## src/rtl/flash_rdmode_defines.svh

```systemverilog
// constants for the per-partition read-mode command block
//----------------------------------------------------------------
// Behaviour
//----------------------------------------------------------------
// Behaviour
// - reset puts every partition in array mode
// - one write selects mode: FF, 70, 90
// - array command affects addressed partition only
// - program, erase or lock setup forces status
// - array read of busy partition gives invalid
// - resume after suspend returns partition to status
// - read-mode commands ignore program supply level
// - identification mode returns codes, locks, otp, config
// - offsets 02h lock bits, 05h/06h config registers
// - offsets 80h-109h return otp locks and data
// - id mode kept until command or operation
// - id on busy partition withholds data until done
// - query 98h mode until command or operation
// - query on busy partition gives invalid data
// - status command affects addressed partition only
// - status word refreshed only on select toggle
// - sync read wait marks invalid, moves on edges
// - wait polarity defaults to active low
// - wait deasserted in async reads, off deselected
// - wait off or deasserted per bus variant
// - read mode bit defaults to asynchronous
// - polarity bit and wait delay bit honoured
`ifndef FLASH_RDMODE_DEFINES_SVH
`define FLASH_RDMODE_DEFINES_SVH
// command codes
`define CMD_ARRAY   16'h00FF
`define CMD_STATUS  16'h0070
`define CMD_ID      16'h0090
`define CMD_CFI     16'h0098
// register byte offsets
`define OFS_CTRL    6'h00
`define OFS_RCR     6'h04
`define OFS_ECR     6'h08
`define OFS_MODE    6'h0C
`define OFS_RDST    6'h10
// reset values and field positions
`define RCR_RST     16'h8000
`define ECR_RST     16'h0004
`define RCR_MODE    15
`define RCR_LAT_HI  14
`define RCR_LAT_LO  11
`define RCR_POL     10
`define RCR_DLY     8
`define CTRL_MUX    0
// identification offsets
`define ID_MAKER    9'h000
`define ID_DEV      9'h001
`define ID_LOCK     9'h002
`define ID_RCR      9'h005
`define ID_ECR      9'h006
`define ID_OTPL0    9'h080
`define ID_OTPF_HI  9'h084
`define ID_OTPU_HI  9'h088
`define ID_OTPL1    9'h089
`define ID_OTP_END  9'h109
`endif

```

## src/rtl/flash_rdmode_pkg.sv

```systemverilog
// types shared by the read-mode command block
package flash_rdmode_pkg;
   typedef enum logic [1:0] {
      MODE_ARRAY  = 2'b00,
      MODE_STATUS = 2'b01,
      MODE_ID     = 2'b10,
      MODE_CFI    = 2'b11
   } rd_mode_t;
   typedef enum logic [1:0] {
      RESP_OKAY   = 2'b00,
      RESP_SLVERR = 2'b10
   } axi_resp_t;
endpackage

```

## src/rtl/flash_read_mode_control.sv

```systemverilog
// per-partition read-mode control with wait pin and register slave
`timescale 1ns/10ps
`include "flash_rdmode_defines.svh"
module flash_read_mode_control #(
   parameter int          NP        = 8,
   parameter int          AW        = 24,
   parameter logic [15:0] MAKER_ID  = 16'h00A5, // arbitrary value
   parameter logic [15:0] DEVICE_ID = 16'h005A  // arbitrary value
) (
   input  wire logic                        aclk,
   input  wire logic                        aresetn,
   input  wire logic [5:0]                  awaddr,
   input  wire logic                        awvalid,
   output logic                             awready,
   input  wire logic [31:0]                 wdata,
   input  wire logic [3:0]                  wstrb,
   input  wire logic                        wvalid,
   output logic                             wready,
   output flash_rdmode_pkg::axi_resp_t      bresp,
   output logic                             bvalid,
   input  wire logic                        bready,
   input  wire logic [5:0]                  araddr,
   input  wire logic                        arvalid,
   output logic                             arready,
   output logic [31:0]                      rdata,
   output flash_rdmode_pkg::axi_resp_t      rresp,
   output logic                             rvalid,
   input  wire logic                        rready,
   input  wire logic                        flash_clk,
   input  wire logic                        ce_n,
   input  wire logic                        oe_n,
   input  wire logic                        we_n,
   input  wire logic [AW-1:0]               flash_addr,
   input  wire logic [15:0]                 dq_in,
   input  wire logic [NP-1:0]               op_start,
   input  wire logic [NP-1:0]               lock_setup,
   input  wire logic [NP-1:0]               op_resume,
   input  wire logic [NP-1:0]               op_busy,
   input  wire logic [15:0]                 array_rdata,
   input  wire logic [15:0]                 status_word,
   input  wire logic [15:0]                 cfi_rdata,
   input  wire logic [15:0]                 otp_rdata,
   input  wire logic [1:0]                  lock_state,
   output logic [15:0]                      rd_data,
   output logic                             rd_valid,
   output logic                             wait_o,
   output logic                             wait_oe
);
   import flash_rdmode_pkg::*;

   localparam int PW = $clog2(NP);

   //----------------------------------------------------------------
   // pin synchronisers
   //----------------------------------------------------------------
   logic [AW+19:0] pin_m_r;
   logic [AW+19:0] pin_s_r;
   logic           lclk_d_r;
   logic           we_d_r;
   logic           rd_act_d_r;
   logic           rd_act;

   // two flops on every pin, then edge history
   always_ff @(posedge aclk) begin
      if (!aresetn) begin
         pin_m_r    <= {1'b0, 3'b111, {(AW+16){1'b0}}}; // idle pin levels, no false edge
         pin_s_r    <= {1'b0, 3'b111, {(AW+16){1'b0}}};
         lclk_d_r   <= 1'b0;
         we_d_r     <= 1'b1;
         rd_act_d_r <= 1'b0;
      end else begin
         pin_m_r    <= {flash_clk, ce_n, oe_n, we_n, flash_addr, dq_in};
         pin_s_r    <= pin_m_r;
         lclk_d_r   <= pin_s_r[AW+19];
         we_d_r     <= pin_s_r[AW+16];
         rd_act_d_r <= rd_act;
      end
   end

   logic            lclk_s;
   logic            ce_n_s;
   logic            oe_n_s;
   logic            we_n_s;
   logic [AW-1:0]   addr_s;
   logic [15:0]     dq_s;
   logic            link_rise;
   logic            cmd_stb;
   logic            rd_start;
   logic [PW-1:0]   cmd_part;
   logic [8:0]      id_ofs;

   // decoded bus events
   assign {lclk_s, ce_n_s, oe_n_s, we_n_s, addr_s, dq_s} = pin_s_r;
   assign link_rise = lclk_s & ~lclk_d_r;
   assign cmd_stb   = we_n_s & ~we_d_r & ~ce_n_s;
   assign rd_act    = ~ce_n_s & ~oe_n_s & we_n_s;
   assign rd_start  = rd_act & ~rd_act_d_r;
   assign cmd_part  = addr_s[AW-1 -: PW];
   assign id_ofs    = addr_s[8:0];

   //----------------------------------------------------------------
   // configuration registers
   //----------------------------------------------------------------
   logic [15:0] rcr_r;
   logic [15:0] ecr_r;
   logic        mux_bus_r;
   logic        aw_got_r;
   logic        w_got_r;
   logic [5:0]  aw_q_r;
   logic [31:0] w_q_r;
   logic [3:0]  ws_q_r;
   logic        wr_do;
   logic        wr_hit;

   assign wr_do  = aw_got_r & w_got_r & ~bvalid;
   assign wr_hit = aw_q_r == `OFS_CTRL || aw_q_r == `OFS_RCR || aw_q_r == `OFS_ECR
                   || aw_q_r == `OFS_MODE || aw_q_r == `OFS_RDST;

   // write address and data taken in either order
   always_ff @(posedge aclk) begin
      if (!aresetn) begin
         aw_got_r <= 1'b0;
         w_got_r  <= 1'b0;
         awready  <= 1'b1;
         wready   <= 1'b1;
         aw_q_r   <= '0;
         w_q_r    <= '0;
         ws_q_r   <= '0;
      end else begin
         if (awvalid && awready) begin
            aw_got_r <= 1'b1;
            awready  <= 1'b0;
            aw_q_r   <= awaddr;
         end
         if (wvalid && wready) begin
            w_got_r <= 1'b1;
            wready  <= 1'b0;
            w_q_r   <= wdata;
            ws_q_r  <= wstrb;
         end
         if (bvalid && bready) begin
            aw_got_r <= 1'b0;
            w_got_r  <= 1'b0;
            awready  <= 1'b1;
            wready   <= 1'b1;
         end
      end
   end

   // write response, error on unmapped offset
   always_ff @(posedge aclk) begin
      if (!aresetn) begin
         bvalid <= 1'b0;
         bresp  <= RESP_OKAY;
      end else if (wr_do) begin
         bvalid <= 1'b1;
         bresp  <= wr_hit ? RESP_OKAY : RESP_SLVERR;
      end else if (bready) begin
         bvalid <= 1'b0;
      end
   end

   // writable configuration with byte lanes
   always_ff @(posedge aclk) begin
      if (!aresetn) begin
         rcr_r     <= `RCR_RST;
         ecr_r     <= `ECR_RST;
         mux_bus_r <= 1'b0;
      end else if (wr_do) begin
         if (aw_q_r == `OFS_RCR) begin
            if (ws_q_r[0]) rcr_r[7:0]  <= w_q_r[7:0];
            if (ws_q_r[1]) rcr_r[15:8] <= w_q_r[15:8];
         end
         if (aw_q_r == `OFS_ECR) begin
            if (ws_q_r[0]) ecr_r[7:0]  <= w_q_r[7:0];
            if (ws_q_r[1]) ecr_r[15:8] <= w_q_r[15:8];
         end
         if (aw_q_r == `OFS_CTRL && ws_q_r[0]) mux_bus_r <= w_q_r[`CTRL_MUX];
      end
   end

   //----------------------------------------------------------------
   // per-partition read mode
   //----------------------------------------------------------------
   rd_mode_t mode_r [NP];
   logic [2*NP-1:0] mode_flat;

   // any read-mode command acts whatever the supply level
   for (genvar i = 0; i < NP; i++) begin : g_part
      always_ff @(posedge aclk) begin
         if (!aresetn) begin
            mode_r[i] <= MODE_ARRAY;
         end else if (op_start[i] || lock_setup[i] || op_resume[i]) begin
            mode_r[i] <= MODE_STATUS;
         end else if (cmd_stb && cmd_part == PW'(i)) begin
            case (dq_s)
               `CMD_ARRAY:  mode_r[i] <= MODE_ARRAY;
               `CMD_STATUS: mode_r[i] <= MODE_STATUS;
               `CMD_ID:     mode_r[i] <= MODE_ID;
               `CMD_CFI:    mode_r[i] <= MODE_CFI;
               default:     mode_r[i] <= mode_r[i];
            endcase
         end
      end
      assign mode_flat[2*i +: 2] = mode_r[i];
   end

   //----------------------------------------------------------------
   // read path
   //----------------------------------------------------------------
   rd_mode_t   rd_mode;
   logic       rd_busy;
   logic       data_ok;
   logic [3:0] lat_cnt_r;
   logic [3:0] lat_code;
   logic       sync_rd;
   logic       lat_ok;
   logic       wait_ok;
   logic [15:0] status_hold_r;
   logic [15:0] id_data;
   logic [15:0] rd_nxt;

   assign rd_mode  = mode_r[cmd_part];
   assign rd_busy  = op_busy[cmd_part];
   assign data_ok  = rd_mode == MODE_STATUS || !rd_busy;
   assign sync_rd  = ~rcr_r[`RCR_MODE];
   assign lat_code = rcr_r[`RCR_LAT_HI:`RCR_LAT_LO];
   assign lat_ok   = !sync_rd || lat_cnt_r >= lat_code;
   assign wait_ok  = !sync_rd || {1'b0, lat_cnt_r} + {4'h0, rcr_r[`RCR_DLY]} >= {1'b0, lat_code};

   // link clock edges counted since the read began
   always_ff @(posedge aclk) begin
      if (!aresetn || rd_start) begin
         lat_cnt_r <= '0;
      end else if (rd_act && link_rise && lat_cnt_r != 4'hF) begin
         lat_cnt_r <= lat_cnt_r + 4'h1;
      end
   end

   // status captured only when a read select begins
   always_ff @(posedge aclk) begin
      if (!aresetn) begin
         status_hold_r <= '0;
      end else if (rd_start) begin
         status_hold_r <= status_word;
      end
   end

   // identification space decode
   always_comb begin
      id_data = 16'h0000;
      if (id_ofs == `ID_MAKER) id_data = MAKER_ID;
      else if (id_ofs == `ID_DEV) id_data = DEVICE_ID;
      else if (id_ofs == `ID_LOCK) id_data = {14'h0000, lock_state};
      else if (id_ofs == `ID_RCR) id_data = rcr_r;
      else if (id_ofs == `ID_ECR) id_data = ecr_r;
      else if (id_ofs >= `ID_OTPL0 && id_ofs <= `ID_OTP_END) id_data = otp_rdata;
   end

   // data select by mode of the read partition
   always_comb begin
      unique case (rd_mode)
         MODE_ARRAY:  rd_nxt = array_rdata;
         MODE_STATUS: rd_nxt = status_hold_r;
         MODE_ID:     rd_nxt = id_data;
         MODE_CFI:    rd_nxt = cfi_rdata;
      endcase
   end

   // registered read data and validity
   always_ff @(posedge aclk) begin
      if (!aresetn) begin
         rd_data  <= '0;
         rd_valid <= 1'b0;
      end else begin
         rd_data  <= rd_act ? rd_nxt : 16'h0000;
         rd_valid <= rd_act && data_ok && lat_ok;
      end
   end

   //----------------------------------------------------------------
   // wait pin
   //----------------------------------------------------------------
   logic wait_asrt;
   logic wait_drv;

   assign wait_asrt = sync_rd && rd_act && !(data_ok && wait_ok);
   assign wait_drv  = !ce_n_s && (mux_bus_r || rd_act);

   // level moves on link edges only during sync-mode reads
   always_ff @(posedge aclk) begin
      if (!aresetn) begin
         wait_o  <= 1'b1;
         wait_oe <= 1'b0;
      end else begin
         wait_oe <= wait_drv;
         if (!sync_rd || link_rise || !rd_act) begin
            wait_o <= wait_asrt ? rcr_r[`RCR_POL] : ~rcr_r[`RCR_POL];
         end
      end
   end

   //----------------------------------------------------------------
   // register reads
   //----------------------------------------------------------------
   always_ff @(posedge aclk) begin
      if (!aresetn) begin
         arready <= 1'b1;
         rvalid  <= 1'b0;
         rdata   <= '0;
         rresp   <= RESP_OKAY;
      end else if (arvalid && arready) begin
         arready <= 1'b0;
         rvalid  <= 1'b1;
         rresp   <= RESP_OKAY;
         case (araddr)
            `OFS_CTRL: rdata <= {31'h00000000, mux_bus_r};
            `OFS_RCR:  rdata <= {16'h0000, rcr_r};
            `OFS_ECR:  rdata <= {16'h0000, ecr_r};
            `OFS_MODE: rdata <= 32'(mode_flat);
            `OFS_RDST: rdata <= {24'h000000, rd_valid, wait_asrt, rd_busy, 1'b0, lat_cnt_r};
            default: begin
               rdata <= '0;
               rresp <= RESP_SLVERR;
            end
         endcase
      end else if (rvalid && rready) begin
         rvalid  <= 1'b0;
         arready <= 1'b1;
      end
   end

endmodule // flash_read_mode_control

```

## config.mk

```make
export PLATFORM = sky130hd
export DESIGN_NAME = flash_read_mode_control
export DESIGN_NICKNAME = d
export VERILOG_FILES = /design/src/rtl/flash_rdmode_pkg.sv /design/src/rtl/flash_read_mode_control.sv
export VERILOG_INCLUDE_DIRS = /design/src /design/src/rtl
export SDC_FILE = /design/constraint.sdc
export NUM_CORES = 1
export LEC_CHECK = 0
export BUFFER_PORTS_ARGS = -buffer_cell sky130_fd_sc_hd__buf_2
export CORE_ASPECT_RATIO = 1.5
export CORE_UTILIZATION = 47
export DETAILED_ROUTE_END_ITERATION = 10
export PLACE_DENSITY = 0.87
export SLEW_MARGIN = 20
export SYNTH_ARGS = -nofsm -noshare
export SYNTH_HDL_FRONTEND = slang
export SYNTH_SLANG_ARGS = --single-unit
```

## constraint.sdc

```tcl
create_clock -name aclk -period 2.31 [get_ports aclk]
set_clock_uncertainty 0.2 [all_clocks]
set_input_delay 0.5775 -clock aclk [delete_from_list [all_inputs] [get_ports aclk]]
set_output_delay 0.5775 -clock aclk [all_outputs]
set_load 0.1 [all_outputs]
```

Yosys cells after proc, flatten, opt, wreduce, memory -nomap -nowiden

Memory sizes are Yosys's and may differ from the RTL's. A register that Yosys moved wholly into a read port is not among the register bits.
Index checks and enable logic that the tools add are counted.

Register bits: 230
Memory bits (writable): 16
Input bits: 197
Output and inout bits: 60
Logic and storage cells: 458
Memories kept: 1

Memory list:

| memory | words | bits a word | read ports | clocked after memory_dff | write ports | RTL line                       | RTL |
|---|---|---|---|---|---|---|---|
| mode_r | 8     | 2           | 9          | 1                        | 8           | flash_read_mode_control.sv:185 | `rd_mode_t mode_r [NP];` |

Add/sub/neg operators: 2
$lt $le $gt $ge: 5
Equality and inequality tests: 27
Muxes and demuxes: 258
Bitwise gates (word level): 65
Reduce and logical (&&, ||, !) cells: 71

Operators by type and width:

| kind                | number |
|---|---|
| $mux 1              | 198 |
| $mux 2              | 50 |
| $mux 16             | 6 |
| $pmux 16 s5         | 1 |
| $pmux 16 s4         | 1 |
| $eq 16x8->1 const B | 3 |
| $or 1x1->1          | 48 |
| $logic_or 1x1->1    | 27 |
| $eq 6x4->1 const B  | 4 |
| $logic_and 1x1->1   | 23 |
| $eq 9x3->1 const B  | 2 |
| $eq 16x7->1 const B | 1 |
| $eq 3x3->1 const B  | 4 |
| $eq 6x3->1 const B  | 2 |
| $eq 6x5->1 const B  | 2 |
| $logic_not 6->1     | 2 |
| $reduce_and 3->1    | 4 |
| $eq 9x1->1 const B  | 1 |
| $eq 9x2->1 const B  | 1 |
| $ge 9x8->1 const B  | 1 |
| $le 9x9->1 const B  | 1 |
| $logic_not 9->1     | 1 |
| $not 1->1           | 9 |
| $and 1x1->1         | 8 |
| other kinds (20)    | 28 |

Logic depth before layout (Yosys ltp)

Gate-level depths: netlist of the first run.

Depth in word-level cells: 13
Depth in mapped cells: 10
Mapped depth without buffers: 10

Least setup slack after synthesis of the first run

OpenSTA, ideal clock, no wires.

Path type: input to register
From: input araddr[5]
To: register rdata[10]
Setup time: 0.067 ns
Data arrival time: 2.146 ns
Data required time: 2.043 ns
Setup slack: -0.104 ns
Stages on the path: 7
Buffers on the path: 1
Cells stage by stage: or4_1 nor3b_2 buf_2 a22oi_1 a21oi_1 a21oi_1 nor2_1

Longest elaborated chain between the ends: 2
Elaborated cells on any way between the ends: 6
Those cells by class: 4 x eq/ne; 1 x mux; 1 x reduce/logical

Ends and longest elaborated chain:

| item                               | RTL line                       | RTL |
|---|---|---|
| start: declaration                 | flash_read_mode_control.sv:22  | `input wire logic [5:0] araddr,` |
| $eq 6x5->1 (tied with other cells) | flash_read_mode_control.sv:316 | `case (araddr)` |
| $pmux 16 s5 *                      | flash_read_mode_control.sv:316 |  |
| end signal: assignment             | flash_read_mode_control.sv:317 | `` `OFS_CTRL: rdata <= {31'h00000000, mux_bus_r}; `` |
| end signal: assignment             | flash_read_mode_control.sv:318 | `` `OFS_RCR: rdata <= {16'h0000, rcr_r}; `` |
| end signal: assignment             | flash_read_mode_control.sv:319 | `` `OFS_ECR: rdata <= {16'h0000, ecr_r}; `` |
| end: declaration                   | flash_read_mode_control.sv:25  | `output logic [31:0] rdata,` |

Every way passes the cells marked *; elsewhere a longest branch is shown, timed or not.
A chain may end at the register's enable or synchronous reset.

Worst setup path after layout of the first run

From: register rcr_r[8]
To: register wait_o

Longest elaborated chain between the ends: 7

Ends and longest elaborated chain:

| item                     | RTL line                       | RTL |
|---|---|---|
| start: declaration       | flash_read_mode_control.sv:104 | `logic [15:0] rcr_r;` |
| start signal: assignment | flash_read_mode_control.sv:166 | `` rcr_r <= `RCR_RST; `` |
| start signal: assignment | flash_read_mode_control.sv:172 | `if (ws_q_r[1]) rcr_r[15:8] <= w_q_r[15:8];` |
| $add 4x1->5              | flash_read_mode_control.sv:229 | `` assign wait_ok = !sync_rd \|\| {1'b0, lat_cnt_r} + {4'h0, rcr_r[`RCR_DLY]} >= {1'b0, lat_code}; `` |
| $ge 5x4->1               | flash_read_mode_control.sv:229 |  |
| $logic_or 1x1->1         | flash_read_mode_control.sv:229 |  |
| $logic_and 1x1->1        | flash_read_mode_control.sv:287 | `assign wait_asrt = sync_rd && rd_act && !(data_ok && wait_ok);` |
| $logic_not 1->1          | flash_read_mode_control.sv:287 |  |
| $logic_and 1x1->1        | flash_read_mode_control.sv:287 |  |
| $mux 1                   | flash_read_mode_control.sv:298 | `` wait_o <= wait_asrt ? rcr_r[`RCR_POL] : ~rcr_r[`RCR_POL]; `` |
| end signal: assignment   | flash_read_mode_control.sv:298 |  |
| end: declaration         | flash_read_mode_control.sv:46  | `output logic wait_o,` |

No other way between the ends.

==> results of run 1 <==
-- report_power, final --
part	total [mW]	switching, mW	internal, mW
sequential	3.74	0.0747	3.67
combinational	0.939	0.595	0.344
clock	3.27	1.35	1.92
total	7.95	2.02	5.93
-- layout make-up --
| type | count | area, sq um |
|---|---|---|
| fill | 1420 | 6797 |
| sequential | 204 | 4257 |
| multi-input combinational | 704 | 4205 |
| timing repair buffer | 288 | 1708 |
| clock buffer | 25 | 549.3 |
| tap | 217 | 271.5 |
| clock inverter | 9 | 110.1 |
| inverter | 12 | 45.04 |
-- layout by cell type, fill, tap and decap left out, types with 20 or more instances in the layout --
cell / Yosys / routed
clkbuf_16: 0 / 20
and2_1: 62 / 62
nor2_1: 88 / 87
mux2i_1: 41 / 39
o21ai_0: 44 / 39
a21oi_1: 90 / 86
dfxtp_1: 188 / 182
buf_2: 5 / 207
buf_4: 18 / 71
a22oi_1: 21 / 20
nand3_1: 22 / 22
nand2_1: 149 / 148
-- per-layer routing --
metal	routed length (um)	GRT usage, %
met1	9020	27.58
met2	12870	47.64
met3	1787	4.235
met4	1329	13.33
met5	10	0
-- flip-flops by register name, summed over array words and instances (netlist names), 2 cells and up --
name	count
ws_q_r	2
pin_s_r	32
w_q_r	16
mode_r	16
rd_data	16
ecr_r	16
pin_m_r	32
rdata	16
lat_cnt_r	4
rcr_r	16
aw_q_r	6
status_hold_r	16
-- worst max-delay path, cell delays in order, from the launching register on --
cell and delay [ns]:
dfxtp_2 0.34, ha_4 0.17, ha_4 0.15, xor2_1 0.20
ha_1 0.31, a21oi_2 0.19, o21ai_2 0.10, a21oi_2 0.23
a22o_1 0.16, a31oi_1 0.04, o22a_1 0.19
-- final timing paths --
kind	endpoint	slack (ns)	depth (start not counted)
setup / recovery	wait_o$_SDFFE_PN1P_	-0.09	10
hold / removal	pin_m_r[40]$_SDFF_PN1_	0.06	2
setup reg to reg	wait_o$_SDFFE_PN1P_	-0.09	10
hold reg to reg	pin_s_r[41]$_SDFF_PN1_	0.21	1
-- kinds of logic (layout without fill, tap and decap cells) --
group                      Yosys count  count (layout)  synth area share [%]
AOI/OAI and AO/OA                  228             228                 16.36
xor gates and xnor gates             5               5                0.5091
adders and majority gates           11              11                 1.600
buffers and inverters               84             334                 4.610
DFF                                204             204                 49.33
muxes                               48              48                 5.948
other                                1              18               0.04359
and+or+nand+nor                    394             394                 21.60
-- what timing repair did --
item                       CTS  global route
setup buffers                0             3
cloned                       1             0
resized for setup           20            35
hold buffers                 0             0
pin swaps                    6            15
setup endpoints to repair   34            44
==> metrics, run 1 <==
crit share post-route=104.0%; Synth top cells by count=dfxtp_1 (188), nand2_1 (149), a21oi_1 (90); Max Transition Viols Final=0; final hold slack=0.06359 ns; Worst-path clk slew=roughly 0.070 ns; async set-reset flop share out of synthesis=0%; clock latency on the worst-skew pair=about 0.5 ns; vias per cell=5.601; synthesis-stage register bit count=about 200; post-place setup slack=-0.2874 ns; top fanout value on the critical path=3; Core Rows=60; Finished Core Util=~62%; synth top area cells=dfxtp_1 (44%), nand2_1 (6.5%), edfxtp_1 (5.6%); vias in the first global route=~7900; post-detail-place hpwl=18.21 mm; Syn Area/Cell=approximately 8.8 sq um; Nets=between 1000 and 1500; Post-synth top flop=dfxtp_1; Die Height=~170 um; drt wl/cell=around 17 um; fin cells=about 1500; PortBufs=about 210; gpl congestion=approximately 0.92; Pleak=roughly 4.6 nW; Startpoint Class=register; P&R area growth vs syn=29.55%; Worst slew margin=a little over half; first-pass GRT wire length=approximately 39 mm; Post-synth EDFFs=16; WL final=about 25 mm; setup ws final=-0.09241 ns; final setup TNS=-0.1543 ns; area post-placement=roughly 0.010 sq mm; post-synth cell types=66; CP startpoint=rcr_r[8]$_SDFFE_PN0P_; status=complete, but fails checks; synth warn=0; DIE WIDTH=approximately 110 um; ant diodes=0; Initial Util=between 40% and 50%; MaxCap Viol Count=0; Num Clock Sinks=a little over 200; Vias=8172; H-tree levels=1; Antenna Nets Post-Route=0; Worst EP arrival=around 2.6 ns; TritonRoute pass-1 iters=7; area leader, netlist=dfxtp_1; DRT iter0 DRCs=approximately 700; GRT overflow=0; CORE AREA=approximately 0.018 sq mm; endpoints failing setup=3; Top Ports=roughly 260; share of layout cells above drive strength 1=~30%; Slew @ Worst Pin=~0.68 ns; CTS tree=yes; R2R Path Start=rcr_r[8]$_SDFFE_PN0P_; Seq/Total Area, Yosys=49.33%; Final min period=between 2 and 2.5 ns; Hold Vio Cnt, Final=0; FMAX=416.2 MHz; post-route cell area=between 0.01 and 0.015 sq mm; Worst Hold Class=input pin to register; die area=approximately 0.019 sq mm; crit path kind=register to register; failing checks=setup timing; clk buf depth=3; Yosys top cell area share=43.75%; mapped cell area=approximately 0.0086 sq mm; hold_sp=we_n; unrepaired setup endpoints after global routing=yes; most frequent cell after synthesis=dfxtp_1; GRT Resource Usage Total=between 20% and 30%; antenna violations before repair=2; Root Driver=clkbuf_16; Max VDD drop=0.4949 mV; Synth Instances=about 1000; Worst Setup End Kind=register; drc violations=0; pwr dens=713.2 mW/mm^2; Crit path required time=2.49 ns; CTS Buf Count=19; total chip power=between 7 and 8 mW; dpl cells=1421; largest net degree at the start of global routing=44
No activity file was read; power rests on OpenSTA's default activity.
==> run 2: changes to the inputs <==
--- a/config.mk
+++ b/config.mk
@@ -8,9 +8,9 @@
 export LEC_CHECK = 0
 export BUFFER_PORTS_ARGS = -buffer_cell sky130_fd_sc_hd__buf_2
 export CORE_ASPECT_RATIO = 1.5
-export CORE_UTILIZATION = 47
+export CORE_UTILIZATION = 52
 export DETAILED_ROUTE_END_ITERATION = 10
-export PLACE_DENSITY = 0.87
+export PLACE_DENSITY = 0.9
 export SLEW_MARGIN = 20
 export SYNTH_ARGS = -nofsm -noshare
 export SYNTH_HDL_FRONTEND = slang
==> constraint.sdc (replaced) <==
create_clock -name aclk -period 2.6 [get_ports aclk]
set_clock_uncertainty 0.2 [all_clocks]
set_input_delay 0.65 -clock aclk [delete_from_list [all_inputs] [get_ports aclk]]
set_output_delay 0.65 -clock aclk [all_outputs]
set_load 0.1 [all_outputs]
==> metrics, run 2 (synthesized netlist as in run 1, its figures left out) <==
WL final=approximately 24 mm; pwr dens=649.7 mW/mm^2; Max VDD drop=~0.60 mV; Num Clock Sinks=about 200; cells on worst reg2reg path=5; reg2reg end=rd_valid$_SDFF_PN0_; Worst-path clk slew=about 0.060 ns; P&R area growth vs syn=23.31%; PortBufs=208; clk buf depth=3; Worst slew margin=between 40% and 50%; DIE WIDTH=107.0 um; crit path cell chain=buf_12 > mux4_2 > mux2i_1 > a21oi_1 > a2111oi_0; Hold Vio Cnt, Final=0; CTS tree=yes; Core Rows=57; CP startpoint=pin_s_r[37]$_SDFF_PN0_; Initial Util=53.14%; ant diodes=0; Hold Path Cell Cnt=2; DRT iter0 DRCs=around 500; Worst EP arrival=2.62 ns; endpoints failing setup=0; setup ws final=0.08846 ns; max incr delay on CP=about 0.6 ns; vias per cell=between 5 and 6; clock latency on the worst-skew pair=slightly below 0.5 ns; FMAX=398.2 MHz; Final min period=approximately 2.5 ns; Die Height=approximately 160 um; die area=around 0.017 sq mm; dpl cells=between 1000 and 1500; Worst path depth=5; first-pass GRT wire length=~38 mm; Worst Setup End Kind=register; CTS Buf Count=19; drt wl/cell=approximately 17 um; vias in the first global route=~7900; Pleak=around 4.3 nW; crit share post-route=96.60%; share of layout cells above drive strength 1=approximately a quarter; post-place setup slack=around 0.042 ns; Fillers=1228; Vias=between 7000 and 8000; Root Driver=clkbuf_16; Max Transition Viols Final=0; post-detail-place hpwl=about 17 mm; status=complete, no violations; H-tree levels=1; Slew @ Worst Pin=a little over 0.8 ns; top fanout value on the critical path=15; total chip power=6.893 mW; Finished Core Util=around 66%; Nets=roughly 1400; most common cell after layout, fill and taps aside=buf_2; final setup TNS=0 ns; Critical path buffers and inverters=1; flop2flop setup slack=about 0.088 ns; GRT overflow=0; Top Ports=257; hold_sp=we_n; TritonRoute pass-1 iters=7; drc violations=0; area post-placement=approximately 0.01 sq mm; post-route cell area=approximately 0.011 sq mm; R2R Path Start=pin_s_r[37]$_SDFF_PN0_; cell at the slowest stage of the critical path=a2111oi_0; biggest registers after layout=pin_m_r (32), pin_s_r (32); Startpoint Class=register; Antenna Nets Post-Route=0; Crit path required time=2.71 ns; crit path kind=register to register; fin cells=between 1000 and 1500; largest net degree at the start of global routing=43; CORE AREA=0.01619 sq mm; antenna violations before repair=0; most frequent cells in the layout=buf_2 (208), dfxtp_1 (186), nand2_1 (149); CP delay by family, top=multiplexers; GRT Resource Usage Total=between 20% and 30%; gpl congestion=0.8967; Worst Hold Class=input pin to register; worst hold endpoint=pin_m_r[40]$_SDFF_PN1_; final hold slack=around 0.14 ns; MaxCap Viol Count=0
==> run 2: cell types whose count changed in the layout (fill, tap and decap cells not counted), moves of 3 or more <==
| cell | delta |
|---|---|
| a21oi_2 | -3 |
| dfxtp_1 | +4 |
| nor4_1 | +3 |
| o21ai_1 | -3 |
| buf_4 | -29 |
| buf_6 | -5 |
| a21oi_1 | +3 |
| o21ai_0 | +4 |
==> run 2: per-layer routing <==
layer,wire (um),GRT usage [%],vias up
met1,8586,28.97,3640
met4,1090,14.45,0
met2,12170,51.14,412
met5,0,0,-
li1,-,-,3786
met3,1733,4.994,83
==> run 2: repair_timing <==
item | 4_1_cts | 5_1_grt
resized for setup | 0 | 5
hold buffers | 0 | 0
setup buffers | 0 | 1
setup endpoints to repair | 0 | 17
==> run 2: where the power goes <==
group          internal [mW]  leakage, nW  switching, mW
Sequential              3.26         1.72         0.0631
Clock                   1.66        0.305           1.16
Combinational          0.253         2.31          0.496
Total                   5.18         4.33           1.72
==> run 2: final cells by class <==
class / instances / area (sq um) / share of cell area (%)
sequential: 204 / 4247 / 40.03
multi-input combinational: 704 / 4034 / 38.02
timing repair buffer: 252 / 1396 / 13.16
clock buffer: 25 / 539.3 / 5.083
tap: 206 / 257.7 / 2.430
clock inverter: 6 / 90.09 / 0.8492
inverter: 12 / 45.04 / 0.4246
==> run 2: how the worst max path moves through the flow <==
stage                                   to  slack [ns]
global route           wait_o$_SDFFE_PN1P_       -0.02
finish                 rd_valid$_SDFF_PN0_        0.09
global placement     rd_data[3]$_SDFF_PN0_        0.06
detailed placement  rdata[14]$_SDFFE_PN0P_        0.04
floorplan           rdata[10]$_SDFFE_PN0P_        0.11
CTS                    wait_o$_SDFFE_PN1P_       0.005
==> run 3: changes to the inputs <==
--- a/config.mk
+++ b/config.mk
@@ -8,9 +8,9 @@
 export LEC_CHECK = 0
 export BUFFER_PORTS_ARGS = -buffer_cell sky130_fd_sc_hd__buf_2
 export CORE_ASPECT_RATIO = 1.5
-export CORE_UTILIZATION = 52
+export CORE_UTILIZATION = 55
 export DETAILED_ROUTE_END_ITERATION = 10
-export PLACE_DENSITY = 0.9
+export PLACE_DENSITY = 0.94
 export SLEW_MARGIN = 20
 export SYNTH_ARGS = -nofsm -noshare
 export SYNTH_HDL_FRONTEND = slang
==> constraint.sdc (replaced) <==
create_clock -name aclk -period 3 [get_ports aclk]
set_clock_uncertainty 0.2 [all_clocks]
set_input_delay 0.75 -clock aclk [delete_from_list [all_inputs] [get_ports aclk]]
set_output_delay 0.75 -clock aclk [all_outputs]
set_load 0.1 [all_outputs]
==> metrics, run 3 (synthesized netlist as in run 1, its figures left out) <==
post-detail-place hpwl=about 17 mm; drt wl/cell=16.93 um; die area=0.01616 sq mm; Hold Vio Cnt, Final=0; DRT iter0 DRCs=about 700; GRT overflow=0; ant diodes=0; Worst Setup End Kind=register; antenna violations before repair=0; Final min period=approximately 2.8 ns; gpl congestion=between 0.9 and 1; Max VDD drop=approximately 0.46 mV; biggest registers after layout=pin_m_r (32), pin_s_r (32); WL final=between 20 and 25 mm; MaxCap Viol Count=0; GRT Resource Usage Total=28.16%; fin cells=roughly 1400; Hold Path Cell Cnt=1; vias per cell=slightly below 6; CTS Buf Count=18; Finished Core Util=just under 70%; post-route cell area=about 0.011 sq mm; Antenna Nets Post-Route=0; largest net degree at the start of global routing=between 40 and 50; drc violations=0; status=complete, no violations; Vias=approximately 8000; Initial Util=between 50 and 60%; Crit path required time=roughly 3.2 ns; crit share post-route=between 90 and 100%; CORE AREA=0.01521 sq mm; clk buf depth=3; Post-CTS Hold Buffers=0; endpoints failing setup=0; PortBufs=about 210; cells on worst reg2reg path=7; clock latency on the worst-skew pair=0.49 ns; Worst EP arrival=between 2 and 3 ns; dpl cells=1352; Worst Hold Class=register to register; share of layout cells above drive strength 1=23.73%; Nets=around 1400; post_cts resized=0; Root Driver=clkbuf_16; Worst slew margin=between 40% and 50%; crit path kind=register to register; most frequent cells in the layout=buf_2 (208), dfxtp_1 (188), nand2_1 (149); first-pass GRT wire length=~36 mm; Core Rows=55; area post-placement=0.009806 sq mm; Worst-path clk slew=0.07 ns; pwr dens=595.5 mW/mm^2; CTS tree=yes; FMAX=around 360 MHz; top fanout value on the critical path=10; Fillers=~1100; TritonRoute pass-1 iters=6; P&R area growth vs syn=22.24%; vias in the first global route=just under 8000; Top Ports=257; final setup TNS=0 ns; Startpoint Class=register; Num Clock Sinks=204; DIE WIDTH=between 100 and 150 um; Die Height=approximately 160 um; postcts setup bufs=0; Max Transition Viols Final=0; Pleak=around 4.3 nW; H-tree levels=1; final hold slack=0.2134 ns; Slew @ Worst Pin=around 0.80 ns; unrepaired setup endpoints after global routing=no; most common cell after layout, fill and taps aside=buf_2
[run 3: cell types whose count changed in the layout (fill, tap and decap cells not counted), moves of 2 or more]
cell	previous run	this run
clkinv_2	1	3
dfxtp_2	2	0
clkbuf_1	3	0
dfxtp_1	186	188
bufinv_16	2	7
buf_4	42	24
clkbuf_8	2	0
[run 3: final timing paths]
path / start / end / slack [ns]
setup / recovery: pin_s_r[38]$_SDFF_PN0_ / rd_data[0]$_SDFF_PN0_ / 0.21
hold / removal: pin_m_r[42]$_SDFF_PN1_ / pin_s_r[42]$_SDFF_PN1_ / 0.21
setup reg to reg: pin_s_r[38]$_SDFF_PN0_ / rd_data[0]$_SDFF_PN0_ / 0.21
hold reg to reg: pin_m_r[42]$_SDFF_PN1_ / pin_s_r[42]$_SDFF_PN1_ / 0.21
[run 3: critical path, cell delays in order (launching register included)]
cell and delay (ns):
dfxtp_1 0.65, nor2b_1 0.10, a2111oi_1 0.60, or4_1 0.33
buf_4 0.18, mux2_2 0.33, o221ai_1 0.20, a21oi_1 0.06
[run 3: metrics by stage]
| stage | power [mW] | setup WS (ns) |
|---|---|---|
| after detailed placement | 3.561 | 0.1960 |
| after CTS | 6.273 | 0.2501 |
| after floorplan | 3.353 | 0.4140 |
| after global placement | 3.544 | 0.2719 |
| final | 6.263 | 0.2100 |
| after global routing | 6.437 | 0.09185 |
[run 3: layout make-up]
type	count	area, sq um	share of cell area (%)
Clock buffer	19	475.5	4.521
Timing Repair Buffer	233	1241	11.80
Sequential cell	204	4244	40.36
Clock inverter	12	235.2	2.237
Inverter	12	45.04	0.4283
Tap cell	199	249.0	2.368
Multi-Input combinational cell	704	4026	38.29
[run 3: where the power goes]
part	switching, mW	internal (mW)	total [mW]
Clock	0.999	1.75	2.75
Combinational	0.426	0.205	0.631
Sequential	0.0562	2.82	2.88
[run 3: routing by layer]
layer	global-route usage, %	wire length, um	vias to the layer above
li1	-	-	3740
met1	29.65	8362	3662
met2	52.67	11790	484
met3	5.279	2054	99
met4	15.17	1209	0
met5	0	0	-
